$ cat config.mk
export PLATFORM = sky130hd
export DESIGN_NAME = ecp_unit
export DESIGN_NICKNAME = d
export VERILOG_FILES = /design/src/logic/ecp_pkg.sv /design/src/logic/ecp_unit.sv /design/src/logic/prescaler.sv
export VERILOG_INCLUDE_DIRS = /design/src /design/src/logic
export SDC_FILE = /design/constraint.sdc
export NUM_CORES = 1
export LEC_CHECK = 0
export BUFFER_PORTS_ARGS = -buffer_cell sky130_fd_sc_hd__buf_4
export CORE_ASPECT_RATIO = 1.5
export CORE_MARGIN = 3
export CORE_UTILIZATION = 30
export DETAILED_ROUTE_END_ITERATION = 8
export SYNTH_ARGS = -nofsm -noshare
export SYNTH_HDL_FRONTEND = slang
export SYNTH_HIERARCHICAL = 1
export SYNTH_SLANG_ARGS = --single-unit
$ cat constraint.sdc
create_clock -name clk -period 3.1 [get_ports clk]
set_clock_uncertainty 0.15 [all_clocks]
set_input_delay 0.155 -clock clk [delete_from_list [all_inputs] [get_ports clk]]
set_output_delay 0.155 -clock clk [all_outputs]
set_load 0.05 [all_outputs]
$ cat src/logic/ecp_defs.svh
// Notes on behaviour
// - shutdown status flag at shutdown register bit 7
// - auto restart ends pulse at once on shutdown
// - auto restart resumes pulse mid-period when clear
// - manual restart waits for software status clear
// - mode 1011 resets timer on compare match
// - match reset ignores prescaler rollover
// - prescale 1/2/4/8 from two-bit select
`ifndef ECP_DEFS_SVH
`define ECP_DEFS_SVH
`define ADDR_CTRL 8'h00
`define ADDR_SHUT 8'h04
`define ADDR_DELAY 8'h08
`define ADDR_CMP 8'h0C
`define ADDR_TIMER 8'h10
`define ADDR_DUTY 8'h14
`define ADDR_PERIOD 8'h18
`define ADDR_STATUS 8'h1C
`define ADDR_MASK 8'h20
`define BIT_FLAG 7
`define BIT_RESTART 7
`define MODE_SPECIAL 4'hB
`define MODE_PWM 4'hC
`define RESP_OKAY 2'h0
`define RESP_SLVERR 2'h2
`define EV_SHUT 0
`define EV_MATCH 1
`endif

$ cat src/logic/ecp_pkg.sv
package ecp_pkg;
  typedef struct packed {
    logic [1:0] pin_a_state;
    logic [1:0] pin_b_state;
    logic [1:0] src_enable;
  } shut_cfg_t;
  typedef struct packed {
    logic a;
    logic b;
  } pwm_out_t;
  typedef enum logic [1:0] {WAIT_ADDR, WAIT_RESP} wr_state_t;
endpackage : ecp_pkg

$ cat src/logic/ecp_unit.sv
`timescale 1ns/1ps
`include "ecp_defs.svh"
module ecp_unit (
  // clock and reset
  input wire logic clk,
  input wire logic rst,
  // axi4-lite write
  input wire logic [7:0] awaddr,
  input wire logic awvalid,
  output logic awready,
  input wire logic [31:0] wdata,
  input wire logic [3:0] wstrb,
  input wire logic wvalid,
  output logic wready,
  output logic [1:0] bresp,
  output logic bvalid,
  input wire logic bready,
  // axi4-lite read
  input wire logic [7:0] araddr,
  input wire logic arvalid,
  output logic arready,
  output logic [31:0] rdata,
  output logic [1:0] rresp,
  output logic rvalid,
  input wire logic rready,
  // shutdown sources and count pin
  input wire logic [1:0] shutdown_in,
  input wire logic count_pin,
  // outputs
  output ecp_pkg::pwm_out_t pwm_out,
  output logic special_trigger,
  output logic irq
);
  import ecp_pkg::*;

  ////////////////////////////////////////////////////////////////////////////
  // configuration fields and internal state
  logic [3:0] compare_pwm_mode_field;
  logic [1:0] timer_prescale_select;
  logic timer_use_pin;
  logic timer_on;
  shut_cfg_t shut_cfg;
  logic shutdown_status_flag;
  logic auto_restart_enable;
  logic [15:0] compare_value;
  logic [15:0] timer_count;
  logic [15:0] duty_reg;
  logic [15:0] period_reg;
  logic [1:0] status_reg;
  logic [1:0] mask_reg;
  logic [1:0] sd_s1, sd_s2;
  logic cp_s1, cp_s2, cp_s3;
  logic aw_held, w_held;
  logic [7:0] aw_addr_reg;
  logic [31:0] w_data_reg;
  logic [3:0] w_strb_reg;
  logic wr_fire;
  logic match;
  logic tick;
  logic shut_active;
  logic sw_clear_flag;
  logic [1:0] ev_set;
  logic [1:0] w1c;
  logic pwm_level;
  logic count_event;
  logic pwm_mode;

  // byte-lane merge used by every writable register except the delay and status registers
  // lanes without a strobe keep their old value
  function automatic logic [31:0] merge(input logic [31:0] old, input logic [31:0] nw, input logic [3:0] st);
    logic [31:0] r;
    r = old;
    for (int i = 0; i < 4; i++) begin
      if (st[i]) begin
        r[8*i +: 8] = nw[8*i +: 8];
      end
    end
    return r;
  endfunction : merge

  ////////////////////////////////////////////////////////////////////////////
  // pins are asynchronous: two flops before use
  // the count pin has a third flop so its rising edge can be found
  always_ff @(posedge clk) begin
    if (rst) begin
      sd_s1 <= 2'h0;
      sd_s2 <= 2'h0;
      cp_s1 <= 1'b0;
      cp_s2 <= 1'b0;
      cp_s3 <= 1'b0;
    end else begin
      sd_s1 <= shutdown_in;
      sd_s2 <= sd_s1;
      cp_s1 <= count_pin;
      cp_s2 <= cp_s1;
      cp_s3 <= cp_s2;
    end
  end

  ////////////////////////////////////////////////////////////////////////////
  // write channel: address and data taken in either order, response after both
  // readies pulse for one cycle; the held flags stop a second take
  // the !bvalid term in wr_fire keeps the held write from firing again under the response
  assign wr_fire = aw_held && w_held && !bvalid;
  always_ff @(posedge clk) begin
    if (rst) begin
      aw_held <= 1'b0;
      w_held <= 1'b0;
      awready <= 1'b0;
      wready <= 1'b0;
      bvalid <= 1'b0;
      bresp <= `RESP_OKAY;
      aw_addr_reg <= 8'h00;
      w_data_reg <= 32'h0000_0000;
      w_strb_reg <= 4'h0;
    end else begin
      awready <= !aw_held && !awready && awvalid;
      wready <= !w_held && !wready && wvalid;
      if (awvalid && awready) begin
        aw_held <= 1'b1;
        aw_addr_reg <= awaddr;
      end
      if (wvalid && wready) begin
        w_held <= 1'b1;
        w_data_reg <= wdata;
        w_strb_reg <= wstrb;
      end
      if (wr_fire) begin
        bvalid <= 1'b1;
        case (aw_addr_reg)
          `ADDR_CTRL, `ADDR_SHUT, `ADDR_DELAY, `ADDR_CMP, `ADDR_TIMER,
          `ADDR_DUTY, `ADDR_PERIOD, `ADDR_STATUS, `ADDR_MASK: bresp <= `RESP_OKAY;
          default: bresp <= `RESP_SLVERR;
        endcase
      end else if (bvalid && bready) begin
        bvalid <= 1'b0;
        aw_held <= 1'b0;
        w_held <= 1'b0;
      end
    end
  end

  ////////////////////////////////////////////////////////////////////////////
  // configuration registers
  // unmapped offsets hit the default arm and change nothing
  always_ff @(posedge clk) begin
    if (rst) begin
      compare_pwm_mode_field <= 4'h0;
      timer_prescale_select <= 2'h0;
      timer_use_pin <= 1'b0;
      timer_on <= 1'b0;
      shut_cfg <= '0;
      auto_restart_enable <= 1'b0;
      compare_value <= 16'hFFFF;
      duty_reg <= 16'h0000;
      period_reg <= 16'h00FF;
      mask_reg <= 2'h0;
    end else if (wr_fire) begin
      case (aw_addr_reg)
        `ADDR_CTRL: begin
          {timer_on, timer_use_pin, timer_prescale_select, compare_pwm_mode_field} <=
            8'(merge({24'h0, timer_on, timer_use_pin, timer_prescale_select, compare_pwm_mode_field},
                  w_data_reg, w_strb_reg));
        end
        `ADDR_SHUT: shut_cfg <= 6'(merge({26'h0, shut_cfg}, w_data_reg, w_strb_reg));
        `ADDR_DELAY: begin
          if (w_strb_reg[0]) begin
            auto_restart_enable <= w_data_reg[`BIT_RESTART];
          end
        end
        `ADDR_CMP: compare_value <= 16'(merge({16'h0, compare_value}, w_data_reg, w_strb_reg));
        `ADDR_DUTY: duty_reg <= 16'(merge({16'h0, duty_reg}, w_data_reg, w_strb_reg));
        `ADDR_PERIOD: period_reg <= 16'(merge({16'h0, period_reg}, w_data_reg, w_strb_reg));
        `ADDR_MASK: mask_reg <= 2'(merge({30'h0, mask_reg}, w_data_reg, w_strb_reg));
        default: ;
      endcase
    end
  end

  ////////////////////////////////////////////////////////////////////////////
  // timer with prescaler; counts clocks or rising edges of the count pin
  // the prescaler steps only on count events, so in pin mode it divides pin edges
  prescaler u_pre (
    .clk(clk),
    .rst(rst),
    .sel(timer_prescale_select),
    .clear(match),
    .step(count_event),
    .tick(tick)
  );
  assign match = (compare_pwm_mode_field == `MODE_SPECIAL) && (timer_count == compare_value);
  assign count_event = timer_on && (timer_use_pin ? (cp_s2 && !cp_s3) : 1'b1);
  assign pwm_mode = (compare_pwm_mode_field == `MODE_PWM);
  // a software write beats the match, and the match beats a period wrap or a count
  always_ff @(posedge clk) begin
    if (rst) begin
      timer_count <= 16'h0000;
    end else if (wr_fire && aw_addr_reg == `ADDR_TIMER) begin
      timer_count <= 16'(merge({16'h0, timer_count}, w_data_reg, w_strb_reg));
    end else if (match) begin
      timer_count <= 16'h0000; // reset at the match itself, not at rollover
    end else if (pwm_mode && timer_count >= period_reg && count_event && tick) begin
      timer_count <= 16'h0000;
    end else if (count_event && tick) begin
      timer_count <= timer_count + 16'h0001;
    end
  end

  // one-cycle strobe, one clock after the match
  always_ff @(posedge clk) begin
    if (rst) begin
      special_trigger <= 1'b0;
    end else begin
      special_trigger <= match;
    end
  end

  ////////////////////////////////////////////////////////////////////////////
  // shutdown flag; hardware set wins over the software clear
  // the set follows the level, so the flag stays up while a source is active
  // a one written to the flag bit does nothing; only a zero clears it
  assign shut_active = |(sd_s2 & shut_cfg.src_enable);
  assign sw_clear_flag = wr_fire && aw_addr_reg == `ADDR_SHUT && w_strb_reg[0] && !w_data_reg[`BIT_FLAG];
  always_ff @(posedge clk) begin
    if (rst) begin
      shutdown_status_flag <= 1'b0;
    end else if (shut_active) begin
      shutdown_status_flag <= 1'b1;
    end else if (auto_restart_enable) begin
      shutdown_status_flag <= 1'b0; // resumes mid-period, short pulses possible
    end else if (sw_clear_flag) begin
      shutdown_status_flag <= 1'b0; // only once the condition has gone
    end
  end

  ////////////////////////////////////////////////////////////////////////////
  // pwm output stage; flag forces configured states at once
  // shut_active is looked at too, so the pulse ends in the cycle the flag is set
  // outside pwm mode both outputs rest low
  assign pwm_level = pwm_mode && (timer_count < duty_reg);
  always_ff @(posedge clk) begin
    if (rst) begin
      pwm_out <= '0;
    end else if (shutdown_status_flag || shut_active) begin
      pwm_out.a <= shut_cfg.pin_a_state[0];
      pwm_out.b <= shut_cfg.pin_b_state[0];
    end else begin
      pwm_out.a <= pwm_level;
      pwm_out.b <= !pwm_level && pwm_mode;
    end
  end

  ////////////////////////////////////////////////////////////////////////////
  // sticky events, write one to clear, set beats clear
  // irq is built from the next status so it rises together with the status bit
  assign ev_set = {match, shut_active && !shutdown_status_flag};
  assign w1c = (wr_fire && aw_addr_reg == `ADDR_STATUS && w_strb_reg[0]) ? w_data_reg[1:0] : 2'h0;
  always_ff @(posedge clk) begin
    if (rst) begin
      status_reg <= 2'h0;
      irq <= 1'b0;
    end else begin
      status_reg <= (status_reg & ~w1c) | ev_set;
      irq <= |(((status_reg & ~w1c) | ev_set) & mask_reg);
    end
  end

  ////////////////////////////////////////////////////////////////////////////
  // read channel: answer one cycle after address taken; flag readable at bit 7
  // read data is captured at the address handshake and held until taken
  always_ff @(posedge clk) begin
    if (rst) begin
      arready <= 1'b0;
      rvalid <= 1'b0;
      rdata <= 32'h0000_0000;
      rresp <= `RESP_OKAY;
    end else begin
      arready <= !arready && !rvalid && arvalid;
      if (arvalid && arready) begin
        rvalid <= 1'b1;
        rresp <= `RESP_OKAY;
        case (araddr)
          `ADDR_CTRL: rdata <= {24'h0, timer_on, timer_use_pin, timer_prescale_select, compare_pwm_mode_field};
          `ADDR_SHUT: rdata <= {24'h0, shutdown_status_flag, 1'b0, shut_cfg};
          `ADDR_DELAY: rdata <= {24'h0, auto_restart_enable, 7'h00};
          `ADDR_CMP: rdata <= {16'h0, compare_value};
          `ADDR_TIMER: rdata <= {16'h0, timer_count};
          `ADDR_DUTY: rdata <= {16'h0, duty_reg};
          `ADDR_PERIOD: rdata <= {16'h0, period_reg};
          `ADDR_STATUS: rdata <= {30'h0, status_reg};
          `ADDR_MASK: rdata <= {30'h0, mask_reg};
          default: begin
            rdata <= 32'h0000_0000;
            rresp <= `RESP_SLVERR;
          end
        endcase
      end else if (rvalid && rready) begin
        rvalid <= 1'b0;
      end
    end
  end
endmodule : ecp_unit

$ cat src/logic/prescaler.sv
`timescale 1ns/1ps
`include "ecp_defs.svh"
module prescaler (
  // clock and reset
  input wire logic clk,
  input wire logic rst,
  // control
  input wire logic [1:0] sel,
  input wire logic clear,
  input wire logic step,
  // tick out
  output logic tick
);
  logic [2:0] cnt_reg;
  logic [2:0] limit;
  // divide by 1, 2, 4 or 8
  always_comb begin
    limit = 3'((4'h1 << sel) - 4'h1);
  end
  // only count events advance the division, so a stopped timer keeps its phase
  assign tick = step && (cnt_reg == limit);
  // clear restarts the division so a match reset leaves no partial tick
  always_ff @(posedge clk) begin
    if (rst || clear || tick) begin
      cnt_reg <= 3'h0;
    end else if (step) begin
      cnt_reg <= cnt_reg + 3'h1;
    end
  end
endmodule : prescaler

==> impl_results.md <==
- Status: finished, final reports clean
- Internal Dissipation: 3.180 mW
- Initial DRC count: 520
- Max Clock Freq: 351.5 MHz
- Worst slew pin tran: 714.0 ps
- DP Cell Count: 1266
- Vias in the first global route: 6679
- Static Leak: 3.490 nW
- Most frequent cells after synthesis: dfxtp_1 (149), nor2_1 (102), nand2_1 (79)
- Max-slew headroom: 0.5240
- Initial DRT Pass Iterations: 5
- WHS Path Cells: 6
- Postcts setup bufs: 0
- Ys flop type: dfxtp_1
- CTS tree: yes
- Longest Clk Path Bufs: 2
- Synth cell types: 69
- Drt wl/cell: 18.01 um
- Clock share of power: 0.477
- Post-Route WL: 23990 um
- Clk pin slew, worst setup/hold paths: 70 ps
- Top Family by Delay on Critical Path: simple AND/OR/NAND/NOR gates
- Final Cycle Share: 0.9176
- Worst R2R Path Depth: 11
- Combinational share of power: 0.061
- DIE AREA: 27880 um^2
- H-tree depth: 4
- Levels on crit path: 11
- Height of the die: 203.0 um
- Worst Path Required: 3260 ps
- Final count of negative-setup-slack endpoints: 0
- Final #Nets: 1086
- Layout cells sized above 1: 0.1504
- Yosys reg bits: 149
- Post-route insts no fill: 1332
- Mean post-synth cell area: 8.615 um^2
- Number of flops mapped to enable cells by yosys: 0
- Worst skew pair latency: 420 ps
- Core Box Area: 25320 um^2
- Most common cell in the netlist: dfxtp_1
- DR vias/cell: 5.176
- Hpwl dp: 17470 um
- Max Cap Viol: 0
- CP bufs+invs: 1
- Largest net degree at the start of global routing: 60
- Switching part of the total: 0.2528
- DIE WIDTH: 137.3 um
- Final Hold Viols: 0
- CP arrival: 3000 ps
- Hold WC Path Type: in -> reg
- VDD IR max: 0.3008 mV
- Sequential element share of the synthesized area: 0.3843
- Num Clock Sinks: 149
- # rows: 71
- First-pass GRT wire length: 37070 um
- Crit path time final: 2845 ps
- Asr flop ratio synth: 0
- Slowest cell on the critical path: or3_1
- Starting Density: 0.3066
- Antenna Violating Nets Remaining: 0
- N_diodes: 0
- CP cell instances: nand2b_1 -> a21oi_1 -> nand2_1 -> o2bb2ai_1 -> or2_1 -> inv_1 -> a211o_1 -> or3_1 -> nand3_4 -> o22a_1 -> nor3_2
- Initial antenna violation count: 0
- Worst Setup Path Type: reg -> reg
- Mapped Area: 7762 um^2
- Remaining Overflow, GRT: 0
- Port bufs: 70
- Root buf cell: clkbuf_16
- Placed inst area: 8569 um^2
- Leading post-synthesis cells by cell area: dfxtp_1 (38%), mux2i_1 (5.9%), ha_1 (5.3%)
- Slowest stage delay, CP: 450 ps
- Power Dens Cells: 448.0 nW/um^2
- Syn-to-layout area delta: 22.39%
- Ys Warns: 6
- CTS Buf Count: 17
- Post-route design area: 9500 um^2
- CP startpoint kind: register
- Gate Count Post-Synth: 901
- RSZ-0062 raised after global routing: no
- Top Ports: 107
- Routability cong.: 0.9215
- Max-slew violation count: 0
- Power share of the sequential group: 0.462
- CP Capture Type: register
- Leading area contributor after synthesis: dfxtp_1
- Total track usage: 0.1735
- Max FO, Critical Path: 14
- Sw power: 1.076 mW
- Drt drc: 0
- Yosys top cell area share: 0.3843
- Final setup TNS: 0 ps
- Final core occ: 0.3752
- Routed vias: 6894
==> final timing paths <==
| check | slack [ps] | start | endpoint |
|---|---|---|---|
| worst max-delay path | 260 | cp_s3 | timer_count[12] |
| worst min-delay path | 60 | araddr[0] | rdata[0] |
| worst max register to register | 260 | cp_s3 | timer_count[12] |
| worst min register to register | 280 | sd_s1[0] | sd_s2[0] |
==> area by class of cell <==
| cell class | instances | area (um^2) |
|---|---|---|
| fillers | 2581 | 15820 |
| multi-input cells | 656 | 4330 |
| flip-flops and latches | 149 | 2983 |
| repair buffers | 125 | 1036 |
| clock buffers | 18 | 439.2 |
| well taps | 328 | 410.4 |
| inverters | 42 | 157.7 |
| clock inverters | 14 | 143.9 |
==> cell families (layout without fill, tap and decap cells) <==
group	after synthesis	count (layout)	synth area share
and+or+nand+nor	324	324	0.2155
AOI/OAI and AO/OA	202	202	0.1799
DFF	149	149	0.3843
buffers and inverters	113	199	0.06786
muxes	47	47	0.06270
adders and majority gates	33	33	0.05319
xor gates and xnor gates	32	32	0.03610
other	1	18	0.0004831
==> worst min-delay path: cells and delay by family <==
| family | cells | cell delay [ps] |
|---|---|---|
| AND/OR/NAND/NOR | 3 | 160 |
| buffers and inverters | 1 | 100 |
| AO/OA/AOI/OAI | 2 | 190 |
==> cell usage in the layout (no fill, tap or decap), drive strengths merged, types with 27 or more instances in the layout <==
cell,instances
a21oi,69
buf,91
a22oi,38
inv,47
nand2,79
nor3,27
dfxtp,149
ha,33
dlygate4sd3,34
nor2,107
mux2i,46
==> stage by stage <==
step	worst slack, ps	hold WS, ps	total power, mW
CTS	191.7	41.84	4.295
finish	255.3	62.60	4.256
global route	55.67	84.14	4.394
floorplan	382.8	104.1	2.156
global placement	248.7	209.6	2.233
detailed placement	211.7	210.9	2.235
==> power groups by stage <==
stage / clock network [mW] / logic [mW] / registers (mW)
3_3_place_gp: 0 / 0.224 / 2.01
6_report: 2.03 / 0.261 / 1.97
5_1_grt: 2.15 / 0.280 / 1.97
4_1_cts: 2.07 / 0.260 / 1.97
2_1_floorplan: 0 / 0.151 / 2.00
3_5_place_dp: 0 / 0.225 / 2.01
==> timing repair <==
item,4_1_cts,5_1_grt
hold buffers,34,0
endpoints found under the hold margin,37,0
gates resized for setup,0,1
setup endpoints to repair,0,2
==> layer usage <==
| layer | GRT usage | vias to the layer above | wire length (um) |
|---|---|---|---|
| li1 | - | 3337 | - |
| met1 | 0.1853 | 3288 | 9279 |
| met2 | 0.3096 | 195 | 12340 |
| met3 | 0.02826 | 74 | 847 |
| met4 | 0.1120 | 0 | 1522 |
| met5 | 0 | - | 0 |
(Power assumes the default switching activity.)
